`src/shared/emt_cfg.svh`:
```
`ifndef EMT_CFG_SVH
`define EMT_CFG_SVH

// ****************************************************************
// Register byte offsets.
// ****************************************************************
`define EMT_OFS_IO_CONTROL   4'h0
`define EMT_OFS_EVENT_FLAGS  4'h4
`define EMT_OFS_IRQ_GATE     4'h8

// ****************************************************************
// Reset values and writable masks.
// ****************************************************************
`define EMT_RST_IO_CONTROL   8'h00
`define EMT_RST_EVENT_FLAGS  4'h0
`define EMT_RST_IRQ_GATE     8'h00
`define EMT_MASK_IO_CONTROL  8'hF9
`define EMT_MASK_IRQ_GATE    8'h3F

// ****************************************************************
// Flag bit positions.
// ****************************************************************
`define EMT_FLAG_INTERVAL_MATCH 0
`define EMT_FLAG_CAPTURE        1
`define EMT_FLAG_EVENT_MATCH    2
`define EMT_FLAG_MULTCLK_MATCH  3

// ****************************************************************
// Bus encodings.
// ****************************************************************
`define EMT_HTRANS_NONSEQ    2'h2
`define EMT_HSIZE_WORD       3'h2

`endif

```
`src/shared/emt_pkg.sv`:
```
package emt_pkg;

  // ****************************************************************
  // Register layouts.
  // ****************************************************************
  typedef struct packed {
    logic       loadSourceSelect;
    logic       correctedClockHalt;
    logic       eventInputGate;
    logic       reloadInhibit;
    logic       counterCorrection;
    logic [1:0] reserved;
    logic       multclkCompareEnable;
  } io_control_t;

  typedef struct packed {
    logic [1:0] reserved;
    logic [1:0] irqTimingField;
    logic       multclkMatchIrqEn;
    logic       eventMatchIrqEn;
    logic       intervalCaptureIrqEn;
    logic       intervalMatchIrqEn;
  } irq_gate_t;

  // ****************************************************************
  // Issue timing of the multiplied-clock compare request.
  // ****************************************************************
  typedef enum logic [1:0] {
    TIMING_NOW    = 2'b00,
    TIMING_FIRST  = 2'b01,
    TIMING_SECOND = 2'b10,
    TIMING_BAD    = 2'b11
  } irq_timing_t;

  typedef enum logic [1:0] {
    ISSUE_IDLE   = 2'b00,
    ISSUE_WAIT2  = 2'b01,
    ISSUE_WAIT1  = 2'b10,
    ISSUE_ACTIVE = 2'b11
  } issue_state_t;

  // ****************************************************************
  // Events from the counter datapath and interrupt request lines.
  // ****************************************************************
  typedef struct packed {
    logic extEvent;
    logic intervalMatch;
    logic eventMatch;
    logic multclkMatch;
    logic sevenMatch;
    logic counterEqual;
  } timer_events_t;

  typedef struct packed {
    logic irqIntervalMatch;
    logic irqCapture;
    logic irqEventMatch;
    logic irqMultclkMatch;
  } irq_lines_t;

endpackage

```
`src/rtl/edge_multiplier_timer_control.sv`:
```
// Decided for this implementation: the AHB-Lite interface to the registers and the register offsets.
`timescale 1ns/1ps
`include "emt_cfg.svh"
// Contract
// - Control bit 7 picks load source: capture register or software load.
// - Control bit 6 halts corrected-clock counter and its clock, holding value.
// - Control bit 5 gates external events; gated off they are ignored.
// - Control bit 4 set keeps reload counter and reload value on capture.
// - Control bit 3 stops counter four when it equals counter three.
// - Control bit 0 enables multiplied-clock compare match detection.
// - Reserved bits read zero; software writes zero there.
// - Software never sets flags; clears by writing zero after reading one.
// - Flag 3 sets on multiplied-clock counter compare match.
// - Timing field 10 lets hardware clear flag 3 on match seven.
// - Flag 2 sets on event counter compare match.
// - Flag 1 sets when an event captures the interval counter.
// - Flag 0 sets on interval counter compare match.
// - A flag requests an interrupt only with its enable bit set.
// - Timing field: now, first event, second event unless match seven.
// - Enable bit 3 gates the multiplied-clock request, timed by field.
// - Enable bit 2 gates the event counter match request.
// - Enable bit 1 gates the interval capture request.
// - Reset clears flag and enable registers to zero.
// - Flag and enable registers accept byte and word accesses.
// - Enable bit 0 gates the interval match request.
// - Reset clears the control register to zero.
module edge_multiplier_timer_control (
  // Clock and reset.
  input  wire logic                   clk,
  input  wire logic                   rstn,
  // AHB-Lite slave.
  input  wire logic                   hsel,
  input  wire logic [31:0]            haddr,
  input  wire logic [1:0]             htrans,
  input  wire logic                   hwrite,
  input  wire logic [2:0]             hsize,
  input  wire logic [31:0]            hwdata,
  input  wire logic                   hready,
  output logic                        hreadyout,
  output logic                        hresp,
  output logic [31:0]                 hrdata,
  // Counter datapath.
  input  wire emt_pkg::timer_events_t events,
  output logic                        loadSourceSelect,
  output logic                        correctedClockHalt,
  output logic                        eventGated,
  output logic                        reloadUpdate,
  output logic                        counterFourStop,
  output logic                        multclkMatchValid,
  // Interrupt requests.
  output emt_pkg::irq_lines_t         irq
);

  // ****************************************************************
  // Registers.
  // ****************************************************************
  emt_pkg::io_control_t  ctl_q;
  emt_pkg::irq_gate_t    gate_q;
  logic [3:0]            flags_q;
  logic [3:0]            flags_d;
  logic [3:0]            readOne_q;
  logic [3:0]            readOne_d;
  logic [31:0]           hrdata_q;
  logic                  wrPend_q;
  logic [3:0]            wrAddr_q;
  emt_pkg::issue_state_t issue_q;
  emt_pkg::issue_state_t issue_d;

  // ****************************************************************
  // Bus decode.
  // ****************************************************************
  wire        busReq     = hsel & hready & (htrans == `EMT_HTRANS_NONSEQ);
  wire        lowLane    = (hsize == `EMT_HSIZE_WORD) | (haddr[1:0] == 2'h0);
  wire        rdReq      = busReq & ~hwrite;
  wire        rdStall    = hsel & (htrans == `EMT_HTRANS_NONSEQ)
                         & ~hwrite & wrPend_q;
  wire        rdTake     = rdReq & ~wrPend_q;
  wire        wrTake     = busReq & hwrite & lowLane;
  wire [3:0]  rdAddr     = {haddr[3:2], 2'h0};
  wire        inRange    = (haddr[31:4] == 28'h0000000);
  wire        rdCtl      = inRange & (rdAddr == `EMT_OFS_IO_CONTROL);
  wire        rdFlags    = inRange & (rdAddr == `EMT_OFS_EVENT_FLAGS);
  wire        rdGate     = inRange & (rdAddr == `EMT_OFS_IRQ_GATE);
  wire        wrCtl      = wrPend_q & (wrAddr_q == `EMT_OFS_IO_CONTROL);
  wire        wrFlags    = wrPend_q & (wrAddr_q == `EMT_OFS_EVENT_FLAGS);
  wire        wrGate     = wrPend_q & (wrAddr_q == `EMT_OFS_IRQ_GATE);
  wire        flagsRead  = rdTake & rdFlags;
  wire [31:0] rdValue    = rdCtl   ? {24'h000000, ctl_q} :
                           rdFlags ? {28'h0000000, flags_q} :
                           rdGate  ? {24'h000000, gate_q} : 32'h00000000;

  assign hreadyout = ~rdStall;
  assign hresp     = 1'b0;
  assign hrdata    = hrdata_q;

  // ****************************************************************
  // Event gating and datapath controls.
  // ****************************************************************
  wire evt = events.extEvent & ctl_q.eventInputGate;
  assign eventGated         = evt;
  assign loadSourceSelect   = ctl_q.loadSourceSelect;
  assign correctedClockHalt = ctl_q.correctedClockHalt;
  assign reloadUpdate       = evt & ~ctl_q.reloadInhibit;
  assign counterFourStop    = ctl_q.counterCorrection
                            & events.counterEqual;
  assign multclkMatchValid  = events.multclkMatch
                            & ctl_q.multclkCompareEnable;

  // ****************************************************************
  // Status flags.
  // ****************************************************************
  wire modeSecond = (gate_q.irqTimingField == emt_pkg::TIMING_SECOND);
  wire [3:0] setFlag = {multclkMatchValid,
                        events.eventMatch,
                        evt,
                        events.intervalMatch};
  wire [3:0] swClear = {4{wrFlags}} & ~hwdata[3:0] & readOne_q;
  wire [3:0] hwClear = {modeSecond & events.sevenMatch, 3'h0};
  assign flags_d   = setFlag | (flags_q & ~(swClear | hwClear));
  assign readOne_d = flagsRead ? flags_q
                   : (readOne_q & flags_d & ~{4{wrFlags}});

  // ****************************************************************
  // Issue timing of the multiplied-clock request.
  // ****************************************************************
  always_comb begin
    issue_d = issue_q;
    case (issue_q)
      emt_pkg::ISSUE_IDLE: begin
        if (setFlag[3]) begin
          case (gate_q.irqTimingField)
            emt_pkg::TIMING_NOW:    issue_d = emt_pkg::ISSUE_ACTIVE;
            emt_pkg::TIMING_FIRST:  issue_d = emt_pkg::ISSUE_WAIT1;
            emt_pkg::TIMING_SECOND: issue_d = emt_pkg::ISSUE_WAIT2;
            default:                issue_d = emt_pkg::ISSUE_IDLE;
          endcase
        end
      end
      emt_pkg::ISSUE_WAIT2: begin
        if (events.sevenMatch) begin
          issue_d = emt_pkg::ISSUE_IDLE;
        end else if (evt) begin
          issue_d = emt_pkg::ISSUE_WAIT1;
        end
      end
      emt_pkg::ISSUE_WAIT1: begin
        if (modeSecond & events.sevenMatch) begin
          issue_d = emt_pkg::ISSUE_IDLE;
        end else if (evt) begin
          issue_d = emt_pkg::ISSUE_ACTIVE;
        end
      end
      emt_pkg::ISSUE_ACTIVE: issue_d = emt_pkg::ISSUE_ACTIVE;
      default:               issue_d = emt_pkg::ISSUE_IDLE;
    endcase
    if (!flags_d[3]) begin
      issue_d = emt_pkg::ISSUE_IDLE;
    end
  end

  // ****************************************************************
  // Interrupt requests.
  // ****************************************************************
  wire issued = (issue_q == emt_pkg::ISSUE_ACTIVE);
  assign irq.irqIntervalMatch = flags_q[0] & gate_q.intervalMatchIrqEn;
  assign irq.irqCapture       = flags_q[1] & gate_q.intervalCaptureIrqEn;
  assign irq.irqEventMatch    = flags_q[2] & gate_q.eventMatchIrqEn;
  assign irq.irqMultclkMatch  = flags_q[3] & gate_q.multclkMatchIrqEn
                              & issued;

  // ****************************************************************
  // Sequential logic.
  // ****************************************************************
  always_ff @(posedge clk or negedge rstn) begin
    if (!rstn) begin
      wrPend_q <= 1'b0;
      wrAddr_q <= 4'h0;
      hrdata_q <= 32'h00000000;
    end else begin
      wrPend_q <= wrTake & inRange;
      wrAddr_q <= rdAddr;
      if (rdTake) begin
        hrdata_q <= rdValue;
      end
    end
  end

  always_ff @(posedge clk or negedge rstn) begin
    if (!rstn) begin
      ctl_q <= `EMT_RST_IO_CONTROL;
    end else if (wrCtl) begin
      ctl_q <= hwdata[7:0] & `EMT_MASK_IO_CONTROL;
    end
  end

  always_ff @(posedge clk or negedge rstn) begin
    if (!rstn) begin
      gate_q <= `EMT_RST_IRQ_GATE;
    end else if (wrGate) begin
      gate_q <= hwdata[7:0] & `EMT_MASK_IRQ_GATE;
    end
  end

  always_ff @(posedge clk or negedge rstn) begin
    if (!rstn) begin
      flags_q   <= `EMT_RST_EVENT_FLAGS;
      readOne_q <= 4'h0;
      issue_q   <= emt_pkg::ISSUE_IDLE;
    end else begin
      flags_q   <= flags_d;
      readOne_q <= readOne_d;
      issue_q   <= issue_d;
    end
  end

  // ****************************************************************
  // Assertions.
  // ****************************************************************
  property p_captureSets;
    @(posedge clk) disable iff (!rstn)
    evt |=> flags_q[1];
  endproperty
  a_captureSets: assert property (p_captureSets)
    else $error("capture did not set its flag");

  property p_gateBlocks;
    @(posedge clk) disable iff (!rstn)
    (!ctl_q.eventInputGate && !flags_q[1]) |=> !flags_q[1];
  endproperty
  a_gateBlocks: assert property (p_gateBlocks)
    else $error("gated-off event set the capture flag");

  property p_intervalSets;
    @(posedge clk) disable iff (!rstn)
    events.intervalMatch |=> flags_q[0];
  endproperty
  a_intervalSets: assert property (p_intervalSets)
    else $error("interval match did not set its flag");

  property p_eventSets;
    @(posedge clk) disable iff (!rstn)
    events.eventMatch ##0 wrFlags |=> flags_q[2];
  endproperty
  a_eventSets: assert property (p_eventSets)
    else $error("set lost against a clear");

  property p_multclkOnlyEnabled;
    @(posedge clk) disable iff (!rstn)
    $rose(flags_q[3]) |-> $past(events.multclkMatch)
                          && $past(ctl_q.multclkCompareEnable);
  endproperty
  a_multclkOnlyEnabled: assert property (p_multclkOnlyEnabled)
    else $error("multiplied-clock flag rose without enabled match");

  property p_noSoftwareSet;
    @(posedge clk) disable iff (!rstn)
    $rose(flags_q[0]) |-> $past(events.intervalMatch);
  endproperty
  a_noSoftwareSet: assert property (p_noSoftwareSet)
    else $error("interval flag rose without a match");

  property p_clearNeedsRead;
    @(posedge clk) disable iff (!rstn)
    (wrFlags && flags_q[0] && !readOne_q[0]) |=> flags_q[0];
  endproperty
  a_clearNeedsRead: assert property (p_clearNeedsRead)
    else $error("flag cleared without a prior read as one");

  property p_autoClear;
    @(posedge clk) disable iff (!rstn)
    (modeSecond && events.sevenMatch && !multclkMatchValid) |=> !flags_q[3];
  endproperty
  a_autoClear: assert property (p_autoClear)
    else $error("flag 3 not cleared automatically");

  property p_firstEventTiming;
    @(posedge clk) disable iff (!rstn)
    (gate_q.irqTimingField == emt_pkg::TIMING_FIRST && !flags_q[3]
      && multclkMatchValid) ##1 !evt |=> !irq.irqMultclkMatch;
  endproperty
  a_firstEventTiming: assert property (p_firstEventTiming)
    else $error("request issued before the first event");

  property p_irqGated;
    @(posedge clk) disable iff (!rstn)
    irq.irqCapture |-> gate_q.intervalCaptureIrqEn && flags_q[1];
  endproperty
  a_irqGated: assert property (p_irqGated)
    else $error("capture request without enable");

  property p_eventMatchSets;
    @(posedge clk) disable iff (!rstn)
    events.eventMatch |=> flags_q[2];
  endproperty
  a_eventMatchSets: assert property (p_eventMatchSets)
    else $error("event match did not set its flag");

  property p_multclkSets;
    @(posedge clk) disable iff (!rstn)
    multclkMatchValid |=> flags_q[3];
  endproperty
  a_multclkSets: assert property (p_multclkSets)
    else $error("multiplied-clock match did not set its flag");

  property p_intervalIrq;
    @(posedge clk) disable iff (!rstn)
    (events.intervalMatch && gate_q.intervalMatchIrqEn && !wrGate)
      |=> irq.irqIntervalMatch;
  endproperty
  a_intervalIrq: assert property (p_intervalIrq)
    else $error("enabled interval match raised no request");

  property p_eventIrq;
    @(posedge clk) disable iff (!rstn)
    (events.eventMatch && gate_q.eventMatchIrqEn && !wrGate)
      |=> irq.irqEventMatch;
  endproperty
  a_eventIrq: assert property (p_eventIrq)
    else $error("enabled event match raised no request");

  property p_multclkNow;
    @(posedge clk) disable iff (!rstn)
    (gate_q.irqTimingField == emt_pkg::TIMING_NOW && !flags_q[3]
      && gate_q.multclkMatchIrqEn && !wrGate && multclkMatchValid)
      |=> irq.irqMultclkMatch;
  endproperty
  a_multclkNow: assert property (p_multclkNow)
    else $error("immediate multiplied-clock request missing");

  property p_sevenSuppress;
    @(posedge clk) disable iff (!rstn)
    (modeSecond && issue_q != emt_pkg::ISSUE_ACTIVE && events.sevenMatch
      && !multclkMatchValid && !wrGate) |=> !irq.irqMultclkMatch;
  endproperty
  a_sevenSuppress: assert property (p_sevenSuppress)
    else $error("request issued after match seven");

  property p_resetValues;
    @(posedge clk)
    $rose(rstn) |-> (ctl_q == `EMT_RST_IO_CONTROL)
                    && (gate_q == `EMT_RST_IRQ_GATE)
                    && (flags_q == `EMT_RST_EVENT_FLAGS);
  endproperty
  a_resetValues: assert property (p_resetValues)
    else $error("registers left reset with non-zero values");

  c_swClear: cover property (@(posedge clk) disable iff (!rstn)
    flagsRead ##1 (wrFlags && (swClear != 4'h0)));
  c_secondEvent: cover property (@(posedge clk) disable iff (!rstn)
    (issue_q == emt_pkg::ISSUE_WAIT1) && modeSecond && evt);
  c_readStall: cover property (@(posedge clk) disable iff (!rstn)
    rdStall);
  c_nowIssue: cover property (@(posedge clk) disable iff (!rstn)
    issued && (gate_q.irqTimingField == emt_pkg::TIMING_NOW));
  c_sevenAbort: cover property (@(posedge clk) disable iff (!rstn)
    modeSecond && events.sevenMatch && flags_q[3]);

endmodule

```
`config.mk`:
```
export PLATFORM = sky130hd
export DESIGN_NAME = edge_multiplier_timer_control
export DESIGN_NICKNAME = d
export VERILOG_FILES = /design/src/shared/emt_pkg.sv /design/src/rtl/edge_multiplier_timer_control.sv
export VERILOG_INCLUDE_DIRS = /design/src /design/src/shared
export SDC_FILE = /design/constraint.sdc
export NUM_CORES = 1
export LEC_CHECK = 0
export BUFFER_PORTS_ARGS = -buffer_cell sky130_fd_sc_hd__buf_2
export CAP_MARGIN = 5
export CORE_MARGIN = 5
export CORE_UTILIZATION = 45
export CTS_CLUSTER_SIZE = 20
export DETAILED_ROUTE_END_ITERATION = 10
export PLACE_DENSITY = 0.91
export SYNTH_ARGS = -nofsm -noshare
export SYNTH_HDL_FRONTEND = slang
export SYNTH_SLANG_ARGS = --single-unit
```
`constraint.sdc`:
```
create_clock -name clk -period 2.85 [get_ports clk]
set_input_delay 0.285 -clock clk [delete_from_list [all_inputs] [get_ports clk]]
set_output_delay 0.285 -clock clk [all_outputs]
set_load 0.05 [all_outputs]
```
### Word-level counts from Yosys, hierarchy flattened

Index checks and enable logic that the tools add are counted.

| word-level totals | value |
|---|---|
| bits in registers | 57 |
| bits of input ports | 80 |
| output and inout bits | 44 |

| cells by class | value |
|---|---|
| eq/ne operators | 14 |
| multiplexer cells | 12 |
| bitwise gates (word level) | 42 |
| reductions and logical operators | 7 |

Operators by type and width:

| operator | number |
|---|---|
| $logic_not 28->1 | 1 |
| $and 1x1->1 | 27 |
| $and 4x4->4 | 5 |
| $eq 2x2->1 const B | 6 |
| $mux 2 | 6 |
| $mux 6 | 2 |
| $not 4->4 | 3 |
| $eq 2x1->1 const B | 4 |
| $logic_not 4->1 | 2 |
| $mux 8 | 1 |
| $ne 4x4->1 const B | 2 |
| $or 4x4->4 | 2 |
| $pmux 2 s4 | 1 |
| $logic_not 2->1 | 3 |
| $pmux 2 s3 | 1 |
| $mux 4 | 1 |
| $not 1->1 | 4 |
| $eq 3x2->1 const B | 1 |
| $ne 3x3->1 const B | 1 |
| $reduce_and 3->1 | 1 |
| $or 1x1->1 | 1 |

### Longest topological paths before layout

Gate-level depths: netlist of the first run.

| logic depth | value |
|---|---|
| depth after elaboration | 11 |
| mapped depth | 5 |

### Least setup slack after synthesis of the first run

Ideal clock, no wire load.

| timing | value |
|---|---|
| kind | reg2out |
| start | reg issue_q[0] |
| end | out irq[0] (netlist name) |
| arrival time | 1.491 ns |
| data required time | 2.565 ns |
| path slack | 1.074 ns |
| stages on the path, launching flop included | 3 |
| path buffers | 0 |
| cell sequence | dfrtp_1 nand2_1 nor3_1 |

RTL lines:

| item | RTL line | RTL |
|---|---|---|
| start, declared | edge_multiplier_timer_control.sv:66 | `emt_pkg::issue_state_t issue_q;` |
| start signal, assigned | edge_multiplier_timer_control.sv:208 | `issue_q <= emt_pkg::ISSUE_IDLE;` |
| start signal, assigned | edge_multiplier_timer_control.sv:212 | `issue_q <= issue_d;` |
| end, declared | edge_multiplier_timer_control.sv:51 | `output emt_pkg::irq_lines_t irq` |

### Worst setup path in the final report of the first run

| timing | value |
|---|---|
| start | reg wrPend_q |
| end | reg readOne_q[3] |

| between the ends | value |
|---|---|
| word-level cells in the longest chain between the ends | 10 |
| elaborated cells on any way between the ends | 14 |
| classes of those cells | mux (1); bitwise (13) |

Ends and longest elaborated chain:

| item | RTL line | RTL |
|---|---|---|
| start, declared | edge_multiplier_timer_control.sv:64 | `logic wrPend_q;` |
| start signal, assigned | edge_multiplier_timer_control.sv:180 | `wrPend_q <= wrTake & inRange;` |
| $and 1x1->1 | edge_multiplier_timer_control.sv:85 | `` wire wrFlags = wrPend_q & (wrAddr_q == `EMT_OFS_EVENT_FLAGS); `` |
| $and 4x4->4 (2 in a row) | edge_multiplier_timer_control.sv:117 | `wire [3:0] swClear = {4{wrFlags}} & ~hwdata[3:0] & readOne_q;` |
| $or 4x4->4 | edge_multiplier_timer_control.sv:119 | `assign flags_d = setFlag \| (flags_q & ~(swClear \| hwClear));` |
| $not 4->4 | edge_multiplier_timer_control.sv:119 |  |
| $and 4x4->4 | edge_multiplier_timer_control.sv:119 |  |
| $or 4x4->4 | edge_multiplier_timer_control.sv:119 |  |
| $and 4x4->4 (2 in a row) | edge_multiplier_timer_control.sv:121 | `: (readOne_q & flags_d & ~{4{wrFlags}});` |
| $mux 4 (*) | edge_multiplier_timer_control.sv:120 | `assign readOne_d = flagsRead ? flags_q` |
| named net readOne_d[3] | edge_multiplier_timer_control.sv:62 | `logic [3:0] readOne_d;` |
| end signal, assigned | edge_multiplier_timer_control.sv:211 | `readOne_q <= readOne_d;` |
| end, declared | edge_multiplier_timer_control.sv:61 | `logic [3:0] readOne_q;` |

The timed path passes the listed nets; every way through them passes the cells marked *.
A chain may end at the register's enable or synchronous reset.

==> results of run 1 <==
## routing by layer
metal	global-route usage (%)	part of all wire (%)
met5	0	0
met4	3.82	0.61
met3	5.75	9.4
met2	30.3	53
met1	18.8	37
## worst register-to-register path, stage by stage, from the launching register on
cell and delay [ns]:
dfrtp_1 0.45, or3_4 0.51, nor4b_4 0.42, mux2_2 0.39
## layout make-up
class	instances	share of cell area [%]
sequential	33	36.4
clock inverter	1	1.33
timing repair buffer	74	16.3
inverter	8	1.33
clock buffer	7	3.81
tap	50	2.76
multi-input combinational	133	38.0
## logic make-up (layout without fill, tap and decap cells)
kind of cell	Yosys count	after routing	synth area share [%]
AOI/OAI and AO/OA	27	27	10.4
buffers and inverters	37	90	13.1
DFF	33	33	45.0
muxes	18	18	10.8
other	1	25	0.204
and+or+nand+nor	63	63	20.5
## state kept, by name (all words and copies together), names as in the netlist
| signal | count |
|---|---|
| correctedClockHalt | 1 |
| ctl_q | 4 |
| flags_q | 4 |
| gate_q | 6 |
| hrdata | 8 |
| issue_q | 2 |
| loadSourceSelect | 1 |
| readOne_q | 4 |
| wrAddr_q | 2 |
| wrPend_q | 1 |
## power by group through the flow
stage / clock network [mW] / logic (mW) / registers, mW
global route: 0.487 / 0.169 / 0.480
floorplan: 0 / 0.128 / 0.486
global placement: 0 / 0.154 / 0.487
CTS: 0.460 / 0.158 / 0.479
detailed placement: 0 / 0.158 / 0.488
finish: 0.446 / 0.158 / 0.479
## synthesized netlist by cell type, types with 3 or more instances
library cell | instances | share of area, %
nor2_1 | 6 | 1.2
inv_1 | 8 | 1.6
o41ai_1 | 6 | 2.9
nand2_1 | 18 | 3.7
buf_4 | 25 | 10
o21ai_0 | 8 | 2.2
nor4_1 | 6 | 2.0
and2_1 | 3 | 1.0
mux2i_1 | 3 | 1.6
nand3_1 | 3 | 0.82
clkbuf_1 | 3 | 0.61
mux2_2 | 15 | 9.2
nor3_1 | 5 | 1.4
nand3b_1 | 6 | 2.5
nor2b_1 | 3 | 1.0
dfrtp_1 | 33 | 45
## worst max-delay path by stage
stage	slack [ns]	end	depth (start not counted)	start
final	0.98	readOne_q[3]	3	wrPend_q
after global routing	0.91	readOne_q[3]	3	wrPend_q
after CTS	0.99	readOne_q[3]	3	wrPend_q
after detailed placement	0.86	readOne_q[3]	5	htrans[0]
after global placement	0.88	readOne_q[2]	5	htrans[0]
after floorplan	1.07	irq[0]	2	issue_q[0]
## per-stage QoR
step                      setup slack [ns]  hold slack [ns]  power [mW]
after floorplan                       1.07          -0.0106       0.615
after global placement               0.878            0.374       0.641
after detailed placement             0.857            0.385       0.646
after CTS                            0.986           0.0715        1.10
after global routing                 0.914            0.109        1.14
final                                0.982           0.0607        1.08
==> impl_metrics.csv, run 1 <==
group,metric,value,unit
global_routing,track_usage,16.8,%
logic_synthesis,postSynthCellCount,179,
routing,firstDrtPassIters,4,
place,gp_congestion,0.780,
floorplan,rows,23,
logic_synthesis,syn_avg_cell_area,10.3,µm²
worst_setup_path,critPathTopFamily,"simple AND/OR/NAND/NOR gates",
worst_setup_path,worst-r2r-cell-count,3,
routing,ant_nets,0,
clocking,clock_latency,0.28,ns
place,dp.cells,298,
logic_synthesis,synth.distinct_cells,37,
clocking,post_cts_resized,0,
worst_setup_path,regToRegEndpoint,"readOne_q[3]",
finish,num_antenna_cells,0,
finish,ff_latch_area,826,µm²
logic_synthesis,syn_area,0.00184,mm²
routing,num_vias,1540,
routing,totalWireLength,4.46,mm
finish,fin_area,0.00227,mm²
global_routing,antenna_found_initial,0,
worst_setup_path,rrSetupSlack,0.98,ns
clocking,cts-buffers-inserted,5,
floorplan,start_util,46.3,%
timing,fin_setup_tns,0,ns
power,p_switching,283,µW
routing,vias_per_cell,5.03,
power,power_frac_seq,44.2,%
clocking,ctsHoldBuffers,0,
global_routing,grt_pass1_wl,6.97,mm
timing,skew,0.0105,ns
clocking,path_clk_slew,0.07,ns
clocking,htree_levels,2,
timing,hold_violations,0,
finish,final_net_count,335,
routing,drc_errors,0,
finish,stdcell_count,306,
power,combPwrFrac,14.6,%
clocking,cts_tree,"built",
timing,slew_headroom,50.7,%
clocking,post-cts-setup-buffers,0,
timing,setup_viol,0,
floorplan,core_area,0.00397,mm²
worst_setup_path,max_stage_delay,0.51,ns
routing,wl_per_cell,14.6,µm
power,powerDensity,478,mW/mm²
place,dp_hpwl,3.62,mm
floorplan,dieHeight,73.9,µm
place,port_buffers,74,
power,clockPowerShare,41.2,%
clocking,clock-sinks,33,
worst_setup_path,crit_required,3.02,ns
logic_synthesis,ys_ff_latch,33,
finish,multi_input_area,861,µm²
worst_setup_path,path_max_fanout,13,
worst_setup_path,crit_chain,"or3_4 > nor4b_4 > mux2_2",
floorplan,die_x,73.9,µm
place,placed_cell_area,0.00215,mm²
logic_synthesis,synth_edf_count,0,
clocking,clockBufferDepth,2,
finish,synthToLayoutAreaGrowth,23.4,%
worst_setup_path,cp_num_buf_inv,0,
timing,post-route-min-period,1.87,ns
power,ir_drop,226,µV
worst_setup_path,slowest_stage,"or3_4",
worst_setup_path,r2r_start,"wrPend_q",
outcome,status,"finished clean",
floorplan,io_pins,124,
finish,drive_gt1_share,39.1,%
finish,nFillCells,371,
finish,layout_commonest_cell,"buf_2",
finish,fin_util,57.1,%
timing,worstMarginPinSlew,0.740,ns
timing,max_freq,535,MHz
global_routing,grt-ovfl-total,0,
worst_setup_path,worstSetupStartpointType,"flip-flop",
power,p_leak,1.18,nW
worst_setup_path,critical_path_class,"reg2reg",
timing,fin_crit_sh,65.6,%
logic_synthesis,synth_ff_type,"dfrtp_1",
clocking,clockRootBuffer,"clkbuf_8",
floorplan,die_area,0.00546,mm²
finish,mostFrequentLayoutCells,"74 x buf_2, 33 x dfrtp_1, 25 x conb_1",
global_routing,grt_pass1_vias,1531,
timing,report.final.slew_viol_count,0,
global_routing,grt_start_max_net_pins,34,
timing,rsz0062_at_grt,"false",
worst_setup_path,end_kind,"flip-flop",
run,drv_cap,0,
routing,drtIter0Drc,89,
logic_synthesis,synth_seq_area_share,45.0,%
power,p_int,800,µW
power,switching_share,26.1,%
logic_synthesis,yosys_warnings,0,
logic_synthesis,synthArstFlopShare,100,%
worst_setup_path,crit_arrival,2.04,ns
worst_hold_path,holdCritPathClass,"in2async",
No activity file was read; power rests on OpenSTA's default activity.
==> inputs of run 2 (changes only) <==
--- a/config.mk
+++ b/config.mk
@@ -9,10 +9,10 @@
 export BUFFER_PORTS_ARGS = -buffer_cell sky130_fd_sc_hd__buf_2
 export CAP_MARGIN = 5
 export CORE_MARGIN = 5
-export CORE_UTILIZATION = 45
+export CORE_UTILIZATION = 38
 export CTS_CLUSTER_SIZE = 20
 export DETAILED_ROUTE_END_ITERATION = 10
-export PLACE_DENSITY = 0.91
+export PLACE_DENSITY = 0.82
 export SYNTH_ARGS = -nofsm -noshare
 export SYNTH_HDL_FRONTEND = slang
 export SYNTH_SLANG_ARGS = --single-unit
==> constraint.sdc (replaced) <==
create_clock -name clk -period 1.6 [get_ports clk]
set_input_delay 0.16 -clock clk [delete_from_list [all_inputs] [get_ports clk]]
set_output_delay 0.16 -clock clk [all_outputs]
set_load 0.05 [all_outputs]
==> impl_metrics.csv, run 2 (synthesis gave the netlist of run 1 again) <==
group,metric,value,unit
outcome,status,"finished clean",
finish,drive_gt1_share,41.6,%
routing,met1_length,1.84,mm
power,powerDensity,747,mW/mm²
routing,firstDrtPassIters,4,
timing,fin_crit_sh,99.2,%
clocking,path_clk_slew,0.06,ns
floorplan,dieHeight,79.5,µm
timing,slew_headroom,52.1,%
timing,report.final.slew_viol_count,0,
timing,skew,0.00359,ns
global_routing,grt_pass1_vias,1593,
worst_hold_path,hold_depth,2,
timing,worstMarginPinSlew,0.719,ns
run,drv_cap,0,
clocking,cts_tree,"built",
floorplan,die_x,79.5,µm
power,power,1.76,mW
global_routing,track_usage,14.1,%
place,placed_cell_area,0.00225,mm²
finish,fin_util,49.9,%
timing,hold_violations,0,
routing,wl_met3,312,µm
place,post-place-ws,-0.137,ns
worst_setup_path,critPathTopFamily,"simple AND/OR/NAND/NOR gates",
clocking,clockRootBuffer,"clkbuf_8",
timing,setup_slack,0.0130,ns
finish,mostFrequentLayoutCells,"74 x buf_2, 33 x dfrtp_1, 25 x conb_1",
worst_setup_path,max_stage_delay,0.39,ns
global_routing,grt-ovfl-total,0,
floorplan,start_util,38.9,%
routing,top_layer,"met4",
clocking,post_cts_resized,0,
worst_setup_path,path_max_fanout,4,
clocking,cts-buffers-inserted,5,
place,port_buffers,74,
timing,rsz0062_at_grt,"true",
clocking,clock_latency,0.28,ns
routing,wl_per_cell,13.3,µm
clocking,htree_levels,2,
floorplan,rows,25,
floorplan,die_area,0.00632,mm²
place,gp_congestion,0.760,
global_routing,grt_start_max_net_pins,34,
worst_hold_path,holdCritPathClass,"in2reg",
floorplan,core_area,0.00472,mm²
finish,layout_commonest_cell,"buf_2",
routing,vias_per_cell,4.71,
timing,post-route-min-period,1.59,ns
timing,setup_viol,0,
global_routing,antenna_found_initial,0,
worst_setup_path,crit_chain,"or3_4 > nor4b_4 > buf_4 > mux2_2",
finish,nFillCells,459,
routing,totalWireLength,4.44,mm
timing,fin_setup_tns,0,ns
routing,ant_nets,0,
worst_setup_path,slowest_stage,"or3_4",
finish,final_net_count,347,
worst_setup_path,critical_path_class,"reg2reg",
clocking,clockBufferDepth,2,
worst_setup_path,rrSetupSlack,0.01,ns
worst_setup_path,crit_required,1.77,ns
routing,drc_errors,0,
clocking,clock-sinks,33,
power,p_leak,1.23,nW
power,ir_drop,413,µV
routing,drtIter0Drc,38,
worst_setup_path,cp_num_buf_inv,1,
floorplan,io_pins,124,
routing,met2_length,2.22,mm
worst_setup_path,path_depth,4,
finish,largest_reg_flops,8,
place,dp_hpwl,3.61,mm
finish,num_antenna_cells,0,
worst_setup_path,worstSetupStartpointType,"flip-flop",
routing,num_vias,1574,
global_routing,grt_pass1_wl,7.04,mm
finish,synthToLayoutAreaGrowth,28.2,%
finish,fin_area,0.00235,mm²
worst_setup_path,crit_arrival,1.75,ns
timing,max_freq,630,MHz
worst_setup_path,worst-r2r-cell-count,4,
worst_setup_path,end_kind,"flip-flop",
-- run 2: cell count changes in the layout (fill, tap and decap cells not counted), sizes merged --
cell,previous run,this run
dlygate4sd3,0,1
bufinv,1,0
buf,74,85
-- run 2: metal layers --
| metal | GRT usage [%] | up-vias |
|---|---|---|
| met3 | 3.39 | 7 |
| met1 | 17.2 | 747 |
| met5 | 0 | - |
| met4 | 5.50 | 0 |
| li1 | - | 767 |
| met2 | 23.8 | 53 |
-- run 2: cell type report --
| class | count | area, µm² | share of cell area (%) |
|---|---|---|---|
| tap | 67 | 83.8 | 3.56 |
| multi-input combinational | 133 | 866 | 36.8 |
| inverter | 8 | 30.0 | 1.28 |
| timing repair buffer | 86 | 463 | 19.7 |
| clock buffer | 7 | 86.3 | 3.67 |
| sequential | 33 | 826 | 35.1 |
-- run 2: through the flow --
step / hold slack (ns) / instances
3_5_place_dp: 0.256 / 325
5_1_grt: 0.0785 / 334
3_3_place_gp: 0.252 / 325
2_1_floorplan: -0.136 / 203
6_report: 0.0790 / 334
4_1_cts: 0.0718 / 333
-- run 2: what timing repair did --
item / in CTS / in global routing
setup endpoints to repair: 3 / 3
pin swaps: 1 / 0
hold endpoints to repair: 33 / 0
hold buffers: 1 / 0
buffers inserted: 0 / 1
-- run 2: power breakdown --
group / switching, mW / total [mW] / internal [mW]
logic: 0.207 / 0.288 / 0.0815
clock network: 0.277 / 0.617 / 0.341
registers: 0.00940 / 0.854 / 0.845
-- run 2: path summary, 6_finish.rpt --
kind / startpoint / endpoint
setup / recovery: wrPend_q / readOne_q[2]
hold / removal: events[4] / flags_q[0]
setup reg to reg: wrPend_q / readOne_q[2]
hold reg to reg: hrdata[1] / hrdata[1]
max in group asynchronous: rstn / readOne_q[1]
min in group asynchronous: rstn / correctedClockHalt
==> inputs of run 3 (changes only) <==
--- a/config.mk
+++ b/config.mk
@@ -8,11 +8,13 @@
 export LEC_CHECK = 0
 export BUFFER_PORTS_ARGS = -buffer_cell sky130_fd_sc_hd__buf_2
 export CAP_MARGIN = 5
+export CELL_PAD_IN_SITES_DETAIL_PLACEMENT = 0
+export CELL_PAD_IN_SITES_GLOBAL_PLACEMENT = 1
 export CORE_MARGIN = 5
-export CORE_UTILIZATION = 38
+export CORE_UTILIZATION = 26
 export CTS_CLUSTER_SIZE = 20
 export DETAILED_ROUTE_END_ITERATION = 10
-export PLACE_DENSITY = 0.82
+export PLACE_DENSITY = 0.8
 export SYNTH_ARGS = -nofsm -noshare
 export SYNTH_HDL_FRONTEND = slang
 export SYNTH_SLANG_ARGS = --single-unit
==> impl_metrics.csv, run 3 (synthesis gave the netlist of run 1 again) <==
group,metric,value,unit
routing,totalWireLength,4.68,mm
clocking,htree_levels,2,
finish,nFillCells,717,
worst_setup_path,slowest_stage,"or3_4",
routing,num_vias,1554,
timing,fin_setup_tns,0,ns
clocking,cts-buffers-inserted,5,
routing,drc_errors,0,
routing,wl_per_cell,12.8,µm
routing,firstDrtPassIters,4,
worst_setup_path,crit_required,1.77,ns
clocking,cts_tree,"built",
clocking,clockBufferDepth,2,
finish,layout_commonest_cell,"buf_2",
global_routing,grt_pass1_vias,1563,
timing,max_freq,628,MHz
place,port_buffers,74,
floorplan,io_pins,124,
place,gp_congestion,0.766,
floorplan,die_area,0.00885,mm²
timing,post-route-min-period,1.59,ns
worst_setup_path,crit_chain,"or3_4 > nor4b_4 > buf_4 > mux2_4",
timing,hold_violations,0,
worst_setup_path,crit_arrival,1.76,ns
outcome,status,"finished clean",
timing,setup_slack,0.00806,ns
global_routing,track_usage,10.7,%
floorplan,core_area,0.00683,mm²
clocking,clockRootBuffer,"clkbuf_8",
floorplan,die_x,94.1,µm
timing,setup_viol,0,
routing,drtIter0Drc,91,
worst_setup_path,worstSetupStartpointType,"flip-flop",
worst_setup_path,path_max_fanout,4,
worst_setup_path,critical_path_class,"reg2reg",
finish,synthToLayoutAreaGrowth,33.8,%
timing,fin_crit_sh,99.5,%
timing,report.final.slew_viol_count,0,
finish,largest_reg_flops,8,
power,p_leak,1.26,nW
timing,rsz0062_at_grt,"true",
finish,drive_gt1_share,42.4,%
worst_setup_path,end_kind,"flip-flop",
worst_setup_path,max_stage_delay,0.41,ns
power,powerDensity,843,mW/mm²
floorplan,dieHeight,94.1,µm
global_routing,grt_start_max_net_pins,34,
global_routing,grt_pass1_wl,7.40,mm
routing,vias_per_cell,4.26,
worst_hold_path,holdCritPathClass,"in2reg",
clocking,path_clk_slew,0.07,ns
timing,skew,0.00351,ns
finish,final_net_count,348,
routing,ant_nets,0,
power,power,2.07,mW
place,post-place-ws,-0.124,ns
power,ir_drop,354,µV
finish,mostFrequentLayoutCells,"74 x buf_2, 33 x dfrtp_1, 25 x conb_1",
clocking,clock-sinks,33,
global_routing,antenna_found_initial,0,
global_routing,grt-ovfl-total,0,
place,dp_hpwl,3.76,mm
clocking,clock_latency,0.28,ns
floorplan,rows,30,
floorplan,start_util,26.9,%
run,drv_cap,0,
finish,num_antenna_cells,0,
==> run 3: cell count changes in the layout (fill, tap and decap cells not counted) <==
| cell | delta |
|---|---|
| buf_4 | +1 |
| mux2_4 | +3 |
| bufinv_16 | +2 |
| clkinv_2 | +1 |
| clkbuf_1 | -1 |
| mux2_2 | -3 |
| clkbuf_8 | -1 |
==> run 3: power by group <==
part	total [mW]	switching (mW)	internal (mW)
Combinational	0.290	0.208	0.0816
Clock	0.927	0.309	0.619
Sequential	0.853	0.00880	0.844
==> run 3: metal layers <==
metal  global-route usage [%]  vias to the layer above  share of wire [%]
met3                     4.33                        8                9.2
met2                     16.9                       60                 47
met4                     2.65                        0                1.4
met5                        0                        -                  0
li1                         -                      768                  -
met1                     13.5                      718                 43
==> run 3: layout make-up <==
class / count / area, µm² / share of cell area, %
Inverter: 8 / 30.0 / 1.22
Tap cell: 96 / 120 / 4.89
Multi-Input combinational cell: 133 / 877 / 35.7
Sequential cell: 33 / 826 / 33.6
Clock inverter: 3 / 65.1 / 2.65
Clock buffer: 5 / 68.8 / 2.80
Timing Repair Buffer: 87 / 470 / 19.1
==> run 3: worst paths after layout <==
| kind | endpoint | slack [ns] | cells after the start | start |
|---|---|---|---|---|
| min reg2reg | hrdata[1] | 0.48 | 2 | hrdata[1] |
| max reg2reg | readOne_q[2] | 0.008 | 4 | wrPend_q |
| min in group asynchronous | hrdata[2] | 0.43 | 3 | rstn |
| max | readOne_q[2] | 0.008 | 4 | wrPend_q |
| max in group asynchronous | hrdata[6] | 0.86 | 3 | rstn |
| min | flags_q[2] | 0.08 | 2 | events[3] |
==> run 3: repair_timing <==
item                                   4_1_cts  5_1_grt
gates cloned                                 0        0
endpoints found under the hold margin       33        0
setup endpoints to repair                    4        4
pin swaps                                    2        2
hold buffers                                 1        0
setup buffers                                1        0
resized for setup                            3        0
==> run 3: worst max-delay path, delay by kind of cell (launching register included) <==
family,cells,cell delay [ns]
buffers and inverters,1,0.18
flip-flops,1,0.38
multiplexers,1,0.30
AND/OR/NAND/NOR,2,0.62
==> run 3: per-stage QoR <==
step	cells	area, µm²	hold WS [ns]	utilization (%)
floorplan	203	1930	-0.136	-
global placement	355	2290	0.212	33.6
detailed placement	355	2290	0.211	33.6
CTS	365	2460	0.0772	36.0
global route	365	2460	0.0902	36.0
finish	365	2460	0.0804	36.0
